==> src/logic/twm_pkg.sv <==
// Register map, field layout and engine types of the two-wire master.
package twm_pkg;
  localparam int ADDR_W = 8;
  localparam int DATA_W = 32;
  localparam int FLG_W  = 9;

  // ======================================================================
  // Register offsets
  localparam logic [ADDR_W-1:0] OFF_CONTROL   = 8'h00;
  localparam logic [ADDR_W-1:0] OFF_MODE      = 8'h04;
  localparam logic [ADDR_W-1:0] OFF_INT_ADDR  = 8'h0c;
  localparam logic [ADDR_W-1:0] OFF_CLOCK_WAV = 8'h10;
  localparam logic [ADDR_W-1:0] OFF_STATUS    = 8'h20;
  localparam logic [ADDR_W-1:0] OFF_INT_EN    = 8'h24;
  localparam logic [ADDR_W-1:0] OFF_INT_DIS   = 8'h28;
  localparam logic [ADDR_W-1:0] OFF_INT_MASK  = 8'h2c;
  localparam logic [ADDR_W-1:0] OFF_RX_HOLD   = 8'h30;
  localparam logic [ADDR_W-1:0] OFF_TX_HOLD   = 8'h34;

  // ======================================================================
  // Field positions and widths
  localparam int CTL_START = 0;
  localparam int CTL_STOP  = 1;
  localparam int CTL_MASTER_ENABLE_CMD  = 2;
  localparam int CTL_MSDIS = 3;
  localparam int CTL_SWRST = 7;
  localparam int MODE_IASZ_LSB = 8;
  localparam int MODE_READ_BIT = 12;
  localparam int MODE_TARGET_DEVICE_ADDRESS_LSB = 16;
  localparam int TARGET_DEVICE_ADDRESS_W  = 7;
  localparam int INTERNAL_ADDR_VALUE_W  = 24;
  localparam int CWG_LOW_LSB  = 0;
  localparam int CWG_HIGH_LSB = 8;
  localparam int CWG_EXP_LSB  = 16;
  localparam int DIV_W   = 8;
  localparam int EXP_W   = 3;
  localparam int BYTE_W  = 8;
  localparam logic [3:0] ACK_BIT  = 4'h8;
  localparam logic [3:0] LAST_BIT = 4'h7;

  // ======================================================================
  // Status flag positions and reset values
  localparam int FLG_TRANSFER_COMPLETE = 0;
  localparam int FLG_RX_BYTE_READY  = 1;
  localparam int FLG_TX_HOLDING_EMPTY  = 2;
  localparam int FLG_OVERRUN_FLAG   = 6;
  localparam int FLG_UNDERRUN_FLAG   = 7;
  localparam int FLG_NO_ACK_FLAG   = 8;
  localparam logic [FLG_W-1:0] FLAG_RESET = 9'h005;
  localparam logic [FLG_W-1:0] FLAG_USED  = 9'h1c7;
  localparam int PHASE_EXTRA = 3;

  typedef enum logic [3:0] {
    ST_IDLE, ST_START, ST_LO, ST_HI, ST_STOP_LO, ST_STOP_HI, ST_STOP_END,
    ST_RS_LO, ST_RS_HI
  } twm_state_type;
  typedef enum logic [1:0] {STG_DEV, STG_INTERNAL_ADDR_VALUE, STG_RDEV, STG_DATA}
    twm_stage_type;
  typedef enum logic [2:0] {N_INTERNAL_ADDR_VALUE, N_RS, N_RX, N_TX} twm_next_type;
endpackage : twm_pkg

==> src/logic/twm_master.sv <==
// Two-wire serial master with register port, clock generator and flags.
//
// Functional notes
// - Address size field 9:8 sends zero to three internal address bytes.
// - Direction bit 12: 0 write, 1 read; sent after slave address.
// - Programmed target address selects the slave on reads and writes.
// - Internal address register supplies the internal bytes, low byte last.
// - Clock low phase is low divisor times 2^exponent plus 3 cycles.
// - Clock high phase is high divisor times 2^exponent plus 3 cycles.
// - Exponent scales both phases by the same power of two.
// - Complete flag is 0 during a frame; set after stop or enable.
// - Receive-ready flag set when a byte lands in receive holding.
// - Transmit-empty cleared by holding write; set on load, enable, no_ack_flag.
// - Overrun set on a received byte while receive-ready; status read clears it only while complete flag is set.
// - Underrun set when shifter finds holding empty and no stop is requested; stop sent automatically.
// - No-ack flag set with complete flag; status read clears it.
// - Writing 1 to interrupt-enable sets that enable; 0 leaves it.
// - Writing 1 to interrupt-disable clears that enable; 0 leaves it.
// - Mask register reads enabled interrupts at status bit positions.
// - Receive holding register shows last received byte in bits 7:0.
// - After start, seven address bits then direction bit are sent.
// - Reading receive holding clears receive-ready.
`timescale 1ns/10ps
module twm_master #(
  parameter int CNT_W = 16
) (
  input  wire logic                       clk_in,
  input  wire logic                       reset_n_in,
  input  wire logic [twm_pkg::ADDR_W-1:0] addr_in,
  input  wire logic [twm_pkg::DATA_W-1:0] wdata_in,
  input  wire logic                       wr_in,
  input  wire logic                       rd_in,
  output logic      [twm_pkg::DATA_W-1:0] rdata_out,
  input  wire logic                       scl_in,
  output logic                            scl_out,
  output logic                            scl_oe_out,
  input  wire logic                       sda_in,
  output logic                            sda_out,
  output logic                            sda_oe_out,
  output logic                            irq_out
);
  import twm_pkg::*;

  if (CNT_W < DIV_W + (1 << EXP_W)) begin : g_cnt_check
    $error("CNT_W too narrow for the largest clock phase");
  end

  // ======================================================================
  // Registers and state
  logic [TARGET_DEVICE_ADDRESS_W-1:0] target_device_address_q;
  logic              mode_rd_q;
  logic [1:0]        iasz_q;
  logic [INTERNAL_ADDR_VALUE_W-1:0] internal_addr_value_q;
  logic [DIV_W-1:0]  low_phase_divisor_q, high_phase_divisor_q;
  logic [EXP_W-1:0]  divisor_exponent_q;
  logic [BYTE_W-1:0] thr_q, rhr_q, sh_q;
  logic [FLG_W-1:0]  flags_q, imask_q, flag_set, flag_clr;
  logic              master_enable_cmd_q, start_req_q, stop_req_q;
  logic [DATA_W-1:0] rdata_q;
  logic              irq_q;
  twm_state_type     state_q;
  twm_stage_type     stage_q;
  twm_next_type      nxt;
  logic [CNT_W-1:0]  tmr_q, lo_run_q, hi_run_q;
  logic [3:0]        bit_q;
  logic [1:0]        idx_q, fsz_q;
  logic              txm_q, last_q, no_ack_flag_pend_q, frd_q;
  logic              ev_begin_q, ev_done_q, ev_rx_q, ev_load_q;
  logic              ev_no_ack_flag_q, ev_underrun_flag_q, ev_stop_q;
  logic              scl_m_q, scl_s_q, sda_m_q, sda_s_q;
  logic              scl_drv_q, sda_pre_q, sda_drv_q;
  logic              scl_want, sda_want;

  // ======================================================================
  // Register decode
  wire wr_ctl  = wr_in && addr_in == OFF_CONTROL;
  wire wr_mode = wr_in && addr_in == OFF_MODE;
  wire wr_internal_addr_value = wr_in && addr_in == OFF_INT_ADDR;
  wire wr_cwg  = wr_in && addr_in == OFF_CLOCK_WAV;
  wire wr_ien  = wr_in && addr_in == OFF_INT_EN;
  wire wr_idis = wr_in && addr_in == OFF_INT_DIS;
  wire wr_thr  = wr_in && addr_in == OFF_TX_HOLD;
  wire rd_stat = rd_in && addr_in == OFF_STATUS;
  wire rd_rhr  = rd_in && addr_in == OFF_RX_HOLD;
  wire sw_rst  = wr_ctl && wdata_in[CTL_SWRST];
  wire msdis_cmd = wr_ctl && wdata_in[CTL_MSDIS];
  wire master_enable_cmd_cmd  = wr_ctl && wdata_in[CTL_MASTER_ENABLE_CMD] && !wdata_in[CTL_MSDIS];
  wire [FLG_W-1:0] ien_bits  = wr_ien ? wdata_in[FLG_W-1:0] & FLAG_USED
                                      : '0;
  wire [FLG_W-1:0] idis_bits = wr_idis ? wdata_in[FLG_W-1:0] & FLAG_USED
                                       : '0;

  wire [DATA_W-1:0] mode_word = (DATA_W'(target_device_address_q) << MODE_TARGET_DEVICE_ADDRESS_LSB)
                              | (DATA_W'(mode_rd_q) << MODE_READ_BIT)
                              | (DATA_W'(iasz_q) << MODE_IASZ_LSB);
  wire [DATA_W-1:0] cwg_word  = (DATA_W'(divisor_exponent_q) << CWG_EXP_LSB)
                              | (DATA_W'(high_phase_divisor_q) << CWG_HIGH_LSB)
                              | (DATA_W'(low_phase_divisor_q) << CWG_LOW_LSB);
  wire [DATA_W-1:0] rd_word =
      (addr_in == OFF_MODE)      ? mode_word :
      (addr_in == OFF_INT_ADDR)  ? DATA_W'(internal_addr_value_q) :
      (addr_in == OFF_CLOCK_WAV) ? cwg_word :
      (addr_in == OFF_STATUS)    ? DATA_W'(flags_q & FLAG_USED) :
      (addr_in == OFF_INT_MASK)  ? DATA_W'(imask_q) :
      (addr_in == OFF_RX_HOLD)   ? DATA_W'(rhr_q) :
      (addr_in == OFF_TX_HOLD)   ? DATA_W'(thr_q) : '0;

  // ======================================================================
  // Phase lengths and next-byte selection
  wire [CNT_W-1:0] low_len  = (CNT_W'(low_phase_divisor_q) << divisor_exponent_q)
                            + CNT_W'(PHASE_EXTRA);
  wire [CNT_W-1:0] high_len = (CNT_W'(high_phase_divisor_q) << divisor_exponent_q)
                            + CNT_W'(PHASE_EXTRA);
  wire [CNT_W-1:0] low_m1   = low_len - CNT_W'(1);
  wire [CNT_W-1:0] high_m1  = high_len - CNT_W'(1);

  // Internal address bytes go out most significant first, so the low byte
  // of the internal address register is always the last one.
  wire [1:0] idx_n = (stage_q == STG_DEV) ? fsz_q - 2'h1 : idx_q - 2'h1;
  wire [BYTE_W-1:0] internal_addr_value_byte = internal_addr_value_q[{idx_n, 3'h0} +: BYTE_W];

  always_comb begin
    case (stage_q)
      STG_DEV:  nxt = (fsz_q != 2'h0) ? N_INTERNAL_ADDR_VALUE : (frd_q ? N_RX : N_TX);
      STG_INTERNAL_ADDR_VALUE: nxt = (idx_q != 2'h0) ? N_INTERNAL_ADDR_VALUE : (frd_q ? N_RS : N_TX);
      STG_RDEV: nxt = N_RX;
      default:  nxt = frd_q ? N_RX : N_TX;
    endcase
  end

  wire no_ack_flag_bit = txm_q && sda_s_q;
  wire tx_empty = txm_q && !sda_s_q && nxt == N_TX && flags_q[FLG_TX_HOLDING_EMPTY];
  wire end_frame = no_ack_flag_bit || (!txm_q && last_q) || tx_empty;
  wire go = master_enable_cmd_q && scl_s_q && sda_s_q
         && (start_req_q || (!mode_rd_q && !flags_q[FLG_TX_HOLDING_EMPTY]));

  // ======================================================================
  // Pin drive: a low on the wire is a high output enable
  always_comb begin
    scl_want = state_q == ST_LO || state_q == ST_STOP_LO
            || state_q == ST_RS_LO;
    case (state_q)
      ST_START, ST_STOP_LO, ST_STOP_HI: sda_want = 1'b1;
      ST_LO, ST_HI: sda_want = (bit_q != ACK_BIT) ? txm_q && !sh_q[7]
                                                  : !txm_q && !last_q;
      default: sda_want = 1'b0;
    endcase
  end

  // SDA trails SCL by one cycle so that data never moves while the clock
  // edge is still settling on the wire.
  always_ff @(posedge clk_in or negedge reset_n_in) begin
    if (!reset_n_in) begin
      {scl_m_q, scl_s_q, sda_m_q, sda_s_q} <= 4'hf;
      {scl_drv_q, sda_pre_q, sda_drv_q} <= 3'h0;
    end else begin
      {scl_m_q, scl_s_q} <= {scl_in, scl_m_q};
      {sda_m_q, sda_s_q} <= {sda_in, sda_m_q};
      scl_drv_q <= scl_want;
      sda_pre_q <= sda_want;
      sda_drv_q <= sda_pre_q;
    end
  end

  assign scl_out    = 1'b0;
  assign sda_out    = 1'b0;
  assign scl_oe_out = scl_drv_q;
  assign sda_oe_out = sda_drv_q;

  // ======================================================================
  // Bit and byte engine
  always_ff @(posedge clk_in or negedge reset_n_in) begin
    if (!reset_n_in) begin
      state_q <= ST_IDLE;
      stage_q <= STG_DEV;
      tmr_q <= '0;
      bit_q <= '0;
      sh_q <= '0;
      rhr_q <= '0;
      idx_q <= '0;
      fsz_q <= '0;
      {txm_q, last_q, no_ack_flag_pend_q, frd_q} <= 4'h0;
      {ev_begin_q, ev_done_q, ev_rx_q, ev_load_q} <= 4'h0;
      {ev_no_ack_flag_q, ev_underrun_flag_q, ev_stop_q} <= 3'h0;
    end else begin
      {ev_begin_q, ev_done_q, ev_rx_q, ev_load_q} <= 4'h0;
      {ev_no_ack_flag_q, ev_underrun_flag_q, ev_stop_q} <= 3'h0;
      if (sw_rst) begin
        state_q <= ST_IDLE;
        no_ack_flag_pend_q <= 1'b0;
        rhr_q <= '0;
      end else if (state_q != ST_IDLE && tmr_q != '0) begin
        tmr_q <= tmr_q - CNT_W'(1);
      end else begin
        case (state_q)
          ST_IDLE: if (go) begin
            state_q <= ST_START;
            tmr_q <= high_m1;
            stage_q <= STG_DEV;
            frd_q <= mode_rd_q;
            fsz_q <= iasz_q;
            sh_q <= {target_device_address_q, mode_rd_q && iasz_q == 2'h0};
            txm_q <= 1'b1;
            bit_q <= '0;
            ev_begin_q <= 1'b1;
          end
          ST_START, ST_LO: begin
            state_q <= (state_q == ST_LO) ? ST_HI : ST_LO;
            tmr_q <= (state_q == ST_LO) ? high_m1 : low_m1;
          end
          ST_HI: if (bit_q != ACK_BIT) begin
            sh_q <= {sh_q[6:0], sda_s_q};
            bit_q <= bit_q + 4'h1;
            state_q <= ST_LO;
            tmr_q <= low_m1;
            if (bit_q == LAST_BIT && !txm_q) begin
              rhr_q <= {sh_q[6:0], sda_s_q};
              ev_rx_q <= 1'b1;
              last_q <= stop_req_q;
            end
          end else if (end_frame) begin
            bit_q <= '0;
            state_q <= ST_STOP_LO;
            tmr_q <= low_m1;
            ev_stop_q <= 1'b1;
            no_ack_flag_pend_q <= no_ack_flag_bit;
            ev_underrun_flag_q <= tx_empty && !stop_req_q;
          end else begin
            bit_q <= '0;
            state_q <= (nxt == N_RS) ? ST_RS_LO : ST_LO;
            tmr_q <= low_m1;
            idx_q <= idx_n;
            txm_q <= nxt != N_RX;
            ev_load_q <= nxt == N_TX;
            stage_q <= (nxt == N_INTERNAL_ADDR_VALUE) ? STG_INTERNAL_ADDR_VALUE :
                       (nxt == N_RS) ? STG_RDEV : STG_DATA;
            sh_q <= (nxt == N_INTERNAL_ADDR_VALUE) ? internal_addr_value_byte :
                    (nxt == N_RS) ? {target_device_address_q, 1'b1} : thr_q;
          end
          ST_STOP_LO: begin
            state_q <= ST_STOP_HI;
            tmr_q <= high_m1;
          end
          ST_STOP_HI: begin
            state_q <= ST_STOP_END;
            tmr_q <= high_m1;
          end
          ST_STOP_END: begin
            state_q <= ST_IDLE;
            ev_done_q <= 1'b1;
            ev_no_ack_flag_q <= no_ack_flag_pend_q;
            no_ack_flag_pend_q <= 1'b0;
          end
          ST_RS_LO: begin
            state_q <= ST_RS_HI;
            tmr_q <= high_m1;
          end
          ST_RS_HI: begin
            state_q <= ST_START;
            tmr_q <= high_m1;
          end
          default: state_q <= ST_IDLE;
        endcase
      end
    end
  end

  // ======================================================================
  // Status flags: a set in the same cycle as a clear wins
  always_comb begin
    flag_set = '0;
    flag_clr = '0;
    flag_set[FLG_TRANSFER_COMPLETE] = ev_done_q || master_enable_cmd_cmd;
    flag_clr[FLG_TRANSFER_COMPLETE] = ev_begin_q;
    flag_set[FLG_RX_BYTE_READY]  = ev_rx_q;
    flag_clr[FLG_RX_BYTE_READY]  = rd_rhr;
    flag_set[FLG_TX_HOLDING_EMPTY]  = ev_load_q || master_enable_cmd_cmd || ev_no_ack_flag_q;
    flag_clr[FLG_TX_HOLDING_EMPTY]  = wr_thr;
    flag_set[FLG_OVERRUN_FLAG]   = ev_rx_q && flags_q[FLG_RX_BYTE_READY];
    flag_clr[FLG_OVERRUN_FLAG]   = rd_stat && flags_q[FLG_TRANSFER_COMPLETE];
    flag_set[FLG_UNDERRUN_FLAG]   = ev_underrun_flag_q;
    flag_clr[FLG_UNDERRUN_FLAG]   = rd_stat && flags_q[FLG_TRANSFER_COMPLETE];
    flag_set[FLG_NO_ACK_FLAG]   = ev_no_ack_flag_q;
    flag_clr[FLG_NO_ACK_FLAG]   = rd_stat;
  end

  // ======================================================================
  // Software registers
  always_ff @(posedge clk_in or negedge reset_n_in) begin
    if (!reset_n_in) begin
      {target_device_address_q, mode_rd_q, iasz_q} <= '0;
      internal_addr_value_q <= '0;
      {low_phase_divisor_q, high_phase_divisor_q, divisor_exponent_q} <= '0;
      thr_q <= '0;
      imask_q <= '0;
      flags_q <= FLAG_RESET;
      {master_enable_cmd_q, start_req_q, stop_req_q} <= 3'h0;
    end else if (sw_rst) begin
      {target_device_address_q, mode_rd_q, iasz_q} <= '0;
      internal_addr_value_q <= '0;
      {low_phase_divisor_q, high_phase_divisor_q, divisor_exponent_q} <= '0;
      thr_q <= '0;
      imask_q <= '0;
      flags_q <= FLAG_RESET;
      {master_enable_cmd_q, start_req_q, stop_req_q} <= 3'h0;
    end else begin
      if (wr_mode) begin
        target_device_address_q <= wdata_in[MODE_TARGET_DEVICE_ADDRESS_LSB +: TARGET_DEVICE_ADDRESS_W];
        mode_rd_q <= wdata_in[MODE_READ_BIT];
        iasz_q <= wdata_in[MODE_IASZ_LSB +: 2];
      end
      if (wr_internal_addr_value) internal_addr_value_q <= wdata_in[INTERNAL_ADDR_VALUE_W-1:0];
      if (wr_cwg) begin
        low_phase_divisor_q <= wdata_in[CWG_LOW_LSB +: DIV_W];
        high_phase_divisor_q <= wdata_in[CWG_HIGH_LSB +: DIV_W];
        divisor_exponent_q <= wdata_in[CWG_EXP_LSB +: EXP_W];
      end
      if (wr_thr) thr_q <= wdata_in[BYTE_W-1:0];
      imask_q <= (imask_q | ien_bits) & ~idis_bits;
      if (msdis_cmd) master_enable_cmd_q <= 1'b0;
      else if (master_enable_cmd_cmd) master_enable_cmd_q <= 1'b1;
      start_req_q <= (start_req_q && !ev_begin_q)
                  || (wr_ctl && wdata_in[CTL_START] && state_q == ST_IDLE);
      stop_req_q <= (stop_req_q && !ev_stop_q)
                 || (wr_ctl && wdata_in[CTL_STOP]);
      flags_q <= (flags_q & ~flag_clr) | flag_set;
    end
  end

  // Read data stands only in the cycle after the strobe.
  always_ff @(posedge clk_in or negedge reset_n_in) begin
    if (!reset_n_in) begin
      rdata_q <= '0;
      irq_q <= 1'b0;
    end else begin
      rdata_q <= rd_in ? rd_word : '0;
      irq_q <= |(flags_q & imask_q);
    end
  end

  assign rdata_out = rdata_q;
  assign irq_out   = irq_q;

  // ======================================================================
  // Checks
  always_ff @(posedge clk_in or negedge reset_n_in) begin
    if (!reset_n_in) begin
      lo_run_q <= '0;
      hi_run_q <= '0;
    end else begin
      lo_run_q <= (state_q == ST_LO) ? lo_run_q + CNT_W'(1) : '0;
      hi_run_q <= (state_q == ST_HI) ? hi_run_q + CNT_W'(1) : '0;
    end
  end
endmodule : twm_master

==> config.mk <==
export PLATFORM = sky130hd
export DESIGN_NAME = twm_master
export DESIGN_NICKNAME = d
export VERILOG_FILES = /design/src/logic/twm_pkg.sv /design/src/logic/twm_master.sv
export SDC_FILE = /design/constraint.sdc
export NUM_CORES = 1
export LEC_CHECK = 0
export ABC_CLOCK_PERIOD_IN_PS = 6030
export BUFFER_PORTS_ARGS = -buffer_cell sky130_fd_sc_hd__buf_2
export CORE_MARGIN = 10
export CORE_UTILIZATION = 60
export CTS_BUF_LIST = sky130_fd_sc_hd__clkbuf_8 sky130_fd_sc_hd__clkbuf_16
export DETAILED_ROUTE_END_ITERATION = 16
export PLACE_DENSITY = 0.8
export SYNTH_ARGS = -nofsm -noshare
export SYNTH_HDL_FRONTEND = slang
export SYNTH_SLANG_ARGS = --single-unit
==> constraint.sdc <==
create_clock -name clk_in -period 6.03 [get_ports clk_in]
set_input_delay 0.3015 -clock clk_in [delete_from_list [all_inputs] [get_ports clk_in]]
set_output_delay 0.3015 -clock clk_in [all_outputs]
set_load 0.05 [all_outputs]
==> results of run 1 <==
[logic make-up (layout without fill, tap and decap cells)]
group	after synthesis	after routing	synth area share, %
simple gates	402	402	20.4
compound gates	294	294	20.6
flops	165	165	44.3
buf+inv	94	129	4.45
mux	69	69	8.41
xor+xnor	10	10	0.939
fa+ha+maj	6	6	0.805
other cells	1	10	0.0402
[cell type report]
type,count,area [sq um],share of cell area [%]
Multi-Input combinational cell,791,4820,46.8
Sequential cell,165,4140,40.1
Timing Repair Buffer,79,444,4.31
Clock buffer,17,425,4.12
Tap cell,188,235,2.28
Clock inverter,15,183,1.77
Inverter,18,67.6,0.655
[sequential cells by signal, summed over array words and instances (netlist names), 2 cells and up]
| name | cells |
|---|---|
| stage_q | 2 |
| iasz_q | 2 |
| fsz_q | 2 |
| rhr_q | 8 |
| internal_addr_value_q | 24 |
| bit_q | 4 |
| divisor_exponent_q | 3 |
| idx_q | 2 |
| low_phase_divisor_q | 8 |
| imask_q | 6 |
| sh_q | 8 |
| target_device_address_q | 7 |
| state_q | 4 |
| rdata_out | 24 |
| tmr_q | 16 |
| flags_q | 6 |
| thr_q | 8 |
| high_phase_divisor_q | 8 |
[layer usage]
layer	GRT usage, %	routed length, microns
met5	0	0
met1	36.1	11100
met4	10.4	955
met2	40.2	12500
met3	6.29	2960
[critical path, delay by kind of cell, from the launching register on]
kind	cells	cell delay [ns]
multiplexers	1	0.35
flip-flops	1	0.43
AND/OR/NAND/NOR	6	2.50
[worst max-delay path by stage]
stage	slack, ns	cells past startpoint	end	from
detailed placement	2.49	8	sh_q[0]	addr_in[7]
global placement	2.55	9	tmr_q[4]	addr_in[7]
floorplan	3.18	15	tmr_q[9]	divisor_exponent_q[0]
global route	2.45	7	last_q	tmr_q[7]
CTS	2.65	7	last_q	tmr_q[7]
finish	2.63	7	last_q	tmr_q[7]
[layout by cell type, fill, tap and decap left out, types with 23 or more instances in the layout]
cell,netlist,layout
dfrtp_1,159,159
nand2_1,135,135
nor2_1,109,109
a21oi_1,98,98
buf_2,8,63
o21ai_0,55,54
nand3_1,46,46
mux2i_1,39,39
mux2_2,25,25
nor3_1,24,23
a22oi_1,23,23
[power by group]
| part | leakage (uW) | switching [uW] | internal, uW |
|---|---|---|---|
| clock network | 0.000296 | 497 | 631 |
| logic | 0.00202 | 189 | 108 |
| registers | 0.00214 | 79.6 | 1180 |
| total | 0.00446 | 766 | 1920 |
[stage by stage]
step           hold slack, ns  area (sq um)  instances  power, uW  util, %
6_report             -0.00460         10300       1273       2680     67.9
2_1_floorplan         0.00591          9360       1050       1470        -
3_5_place_dp            0.341          9690       1239       1570     63.7
5_1_grt                0.0939         10300       1273       2780     67.9
4_1_cts                0.0621         10300       1273       2690     67.9
3_3_place_gp            0.333          9690       1239       1560     63.7
==> flow_summary.yaml, run 1 <==
critical_path:
  crit_type: "reg2reg"
  end_kind: "flip-flop"
  critical_path_arrival_ns: 3.72
  r2r_cells: 7
  timing.rr.start: "tmr_q[7]"
  ff2ff_setup_slack_ns: 2.63
  critPathLaunchType: "flip-flop"
  crit_path_max_incr_delay_ns: 0.56
  r2r_end: "last_q"
  cpMostUsedCell: "or3_1"
  cp_max_fo: 26
  crit_slowest_cell: "or3_1"
  path_cells: "or3_4 -> or3_1 -> or3_1 -> nand2_8 -> nand3_1 -> nor2_2 -> mux2_2"
  crit_required_ns: 6.35
placed_design:
  io_buffers: 64
  dp_hpwl_mm: 18.9
  pre_cts_slack_ns: 2.49
  place_congestion: 0.927
sta:
  whs_ns: -0.00460
  grt_setup_unrepaired: "false"
  period_minus_slack_ns: 3.40
  finalHoldViolCount: 1
  max_freq_mhz: 294
  fin_worst_skew_ns: 0.0133
  setup_tns_ns: 0
  setup_viol: 0
  slew_headroom_pct: 15.1
  fin_crit_sh_pct: 56.4
  setup_ws_ns: 2.63
  maxSlewViolCount: 0
  worst_pin_slew_ns: 1.24
floorplan:
  die_h_microns: 145
  rows: 45
  die_x_microns: 145
  start_util_pct: 61.4
  num_io_pins: 83
  core_sq_um: 15200
  die_area_sq_um: 20900
logic_synthesis:
  yosysMostFrequentCell: "dfrtp_1"
  yosysSeqAreaShare_pct: 44.3
  synth_top_area_cell: "dfrtp_1"
  ys_top_cells_by_area: "dfrtp_1 43%, nand2_1 5.4%, a21oi_1 5.3%"
  async_flop_share_pct: 100
  ys_seq_elements: 165
  syn_area_sq_um: 9330
  synthFlopType: "dfrtp_1"
  synth.distinct_cells: 74
  avgSynthCellArea_sq_um: 8.96
  synth_edf_count: 0
  synth_cells: 1041
  synth.top_cells.by_count: "159 x dfrtp_1, 135 x nand2_1, 109 x nor2_1, 98 x a21oi_1, 55 x o21ai_0"
  ys_warn_count: 0
  synth_top_area_share_pct: 42.6
grt:
  grt_max_degree: 115
  grt_pass1_vias: 7925
  grt_use_total_pct: 26.5
  grt_first_pass_wirelength_mm: 43.6
  antenna_found_initial: 0
  overflow: 0
clock_network:
  ctsHtreeMaxLevel: 4
  clk_latency_ns: 0.43
  cts_max_path_buffers: 2
  ctsHoldBuffers: 2
  cts_setup_buffers: 0
  cts_tree: "built"
  cts_sinks: 165
  clockRootBuffer: "clkbuf_16"
  cts_buffers: 17
  clk_pin_slew_ns: 0.07
  cts_resized: 0
drt:
  wl_per_cell_microns: 21.7
  via_per_inst: 6.71
  dr.pass1.iters: 7
  antenna_left: 0
  finalWirelength_mm: 27.6
  num_vias: 8537
  drcViolationCount: 0
  first_iter_violations: 1377
finish:
  layout-drive-gt1-share_pct: 14.8
  syn_to_final_growth_pct: 10.6
  antennaDiodeCount: 0
  nets: 1124
  n_fill_cell: 1215
power:
  ir_drop_mv: 0.299
  power.density_nw_per_um2: 260
  power_leakage_uw: 0.00446
run_status:
  outcome: "complete, but fails checks"
  violations: "hold timing"
job:
  drv_cap: 0
hold_path:
  hp-class: "in2async"
Power figures use the tool's default switching activity.
==> run 2: changes to the inputs <==
ABC_CLOCK_PERIOD_IN_PS = 2810   (was 6030)
CORE_UTILIZATION = 54   (was 60)
PLACE_DENSITY = 0.76   (was 0.8)
clock period = 2.81 ns   (was 6.03 ns; I/O delays follow)
==> run 2 against run 1 <==
The flow now finishes without violations. Worst hold slack improved by 0.027 ns. Via count rose by 2.2%. Design area rose by 4.8%. First-iteration DRC count fell by 9.4%. Sequential cell count did not move. Cell count rose by 7.0%. Die area rose by 9.5%. Worst setup slack got worse by 2.6 ns. Sequential power rose by 110%.
==> flow_summary.yaml, run 2 (synthesis gave the netlist of run 1 again) <==
clock_network:
  cts_max_path_buffers: 2
  clockRootBuffer: "clkbuf_16"
  clk_latency_ns: 0.43
  cts_buffers: 17
  cts_sinks: 165
  ctsHtreeMaxLevel: 4
  cts_tree: "built"
  clk_pin_slew_ns: 0.06
drt:
  antenna_left: 0
  dr.pass1.iters: 9
  drcViolationCount: 0
  finalWirelength_mm: 28.7
  via_per_inst: 6.40
  wl_per_cell_microns: 21.1
  first_iter_violations: 1248
  num_vias: 8721
grt:
  antenna_found_initial: 0
  grt_pass1_vias: 8432
  grt_first_pass_wirelength_mm: 45.6
  overflow: 0
  grtUsageMet2_pct: 38.4
  gr-usage-met3_pct: 4.93
  use_met1_pct: 34.5
  grt_use_total_pct: 25.4
  grt_max_degree: 82
  grt_busiest_layer: "met2"
sta:
  slew_headroom_pct: 48.0
  whs_ns: 0.0219
  finalHoldViolCount: 0
  period_minus_slack_ns: 2.75
  setup_viol: 0
  fin_crit_sh_pct: 97.8
  grt_setup_unrepaired: "false"
  worst_pin_slew_ns: 0.780
  fin_worst_skew_ns: 0.0106
  maxSlewViolCount: 0
  setup_tns_ns: 0
  max_freq_mhz: 364
critical_path:
  r2r_cells: 7
  timing.rr.start: "tmr_q[7]"
  crit_type: "reg2reg"
  critical_path_arrival_ns: 3.08
  critPathLaunchType: "flip-flop"
  crit_required_ns: 3.14
  ff2ff_setup_slack_ns: 0.06
  cp_max_fo: 26
  end_kind: "flip-flop"
  r2r_end: "ev_underrun_flag_q"
power:
  power_leakage_uw: 0.00471
  ir_drop_mv: 0.442
  power.density_nw_per_um2: 530
job:
  drv_cap: 0
floorplan:
  die_h_microns: 151
  num_io_pins: 83
  die_x_microns: 151
  die_area_sq_um: 22900
  core_sq_um: 17100
  rows: 48
  start_util_pct: 54.5
finish:
  syn_to_final_growth_pct: 15.8
  nets: 1177
  layout-drive-gt1-share_pct: 17.2
  final_common_cell: "dfrtp_1"
  mostFrequentLayoutCells: "159 x dfrtp_1, 135 x nand2_1, 108 x nor2_1, 98 x a21oi_1, 63 x buf_2"
  antennaDiodeCount: 0
hold_path:
  worstHoldStart: "wdata_in[5]"
  hold_path_depth: 3
  whs_endpoint: "internal_addr_value_q[5]"
  hp-class: "in2reg"
placed_design:
  dp_hpwl_mm: 20.0
  place_congestion: 0.965
  io_buffers: 64
run_status:
  outcome: "finished, final reports clean"
==> run 2: cell count changes in the layout (fill, tap and decap cells not counted), sizes merged <==
cell         change
clkinv           +4
buf             +36
dlygate4sd3     +17
inv              -7
clkbuf           +2
==> run 2: per-stage QoR <==
step           worst slack (ns)  area, sq um  util, %  total power, uW  std cells
4_1_cts                  0.0882        10800     63.1             5730       1362
2_1_floorplan            0.0591         9370        -             3150       1050
6_report                 0.0605        10800     63.1             5720       1362
5_1_grt                 0.00992        10800     63.1             5940       1362
3_5_place_dp             0.0908        10000     58.6             3410       1312
3_3_place_gp              0.175        10000     58.6             3380       1312
==> run 2: power by group <==
group / switching, uW / internal, uW / total (uW)
clock network: 971 / 1350 / 2320
logic: 424 / 280 / 704
registers: 167 / 2530 / 2700
==> run 2: layer usage <==
metal | wire (microns) | part of all wire, % | up-vias
met5 | 0 | 0 | -
met4 | 1040 | 3.6 | 0
met3 | 2740 | 9.5 | 73
met2 | 13000 | 45 | 509
met1 | 11900 | 42 | 4187
li1 | - | - | 3952
==> run 2: how the worst max path moves through the flow <==
| stage | from | end | slack, ns | cells after the start |
|---|---|---|---|---|
| CTS | tmr_q[7] | ev_underrun_flag_q | 0.09 | 7 |
| floorplan | divisor_exponent_q[0] | tmr_q[9] | 0.06 | 15 |
| global route | tmr_q[7] | ev_underrun_flag_q | 0.01 | 7 |
| global placement | tmr_q[7] | ev_underrun_flag_q | 0.18 | 7 |
| finish | tmr_q[7] | ev_underrun_flag_q | 0.06 | 7 |
| detailed placement | tmr_q[7] | ev_underrun_flag_q | 0.09 | 7 |
==> run 2: what timing repair did <==
item | 4_1_cts | 5_1_grt
buffers inserted | 0 | 0
resized for setup | 0 | 0
hold buffers | 19 | 0
hold endpoints to repair | 98 | 0
==> run 2: worst max-delay path: stages, from the launching register on <==
cell	delay, ns
dfrtp_1	0.38
or3_4	0.42
or3_1	0.40
or3_1	0.48
nand2_8	0.22
nand3_4	0.12
or3_4	0.36
nor4b_2	0.26
==> run 2: layout make-up <==
class / instances / area (sq um)
Fill cell: 1442 / 6310
Multi-Input combinational cell: 791 / 4830
Sequential cell: 165 / 4140
Timing Repair Buffer: 132 / 910
Clock buffer: 19 / 453
Tap cell: 225 / 282
Clock inverter: 12 / 131
Inverter: 18 / 67.6
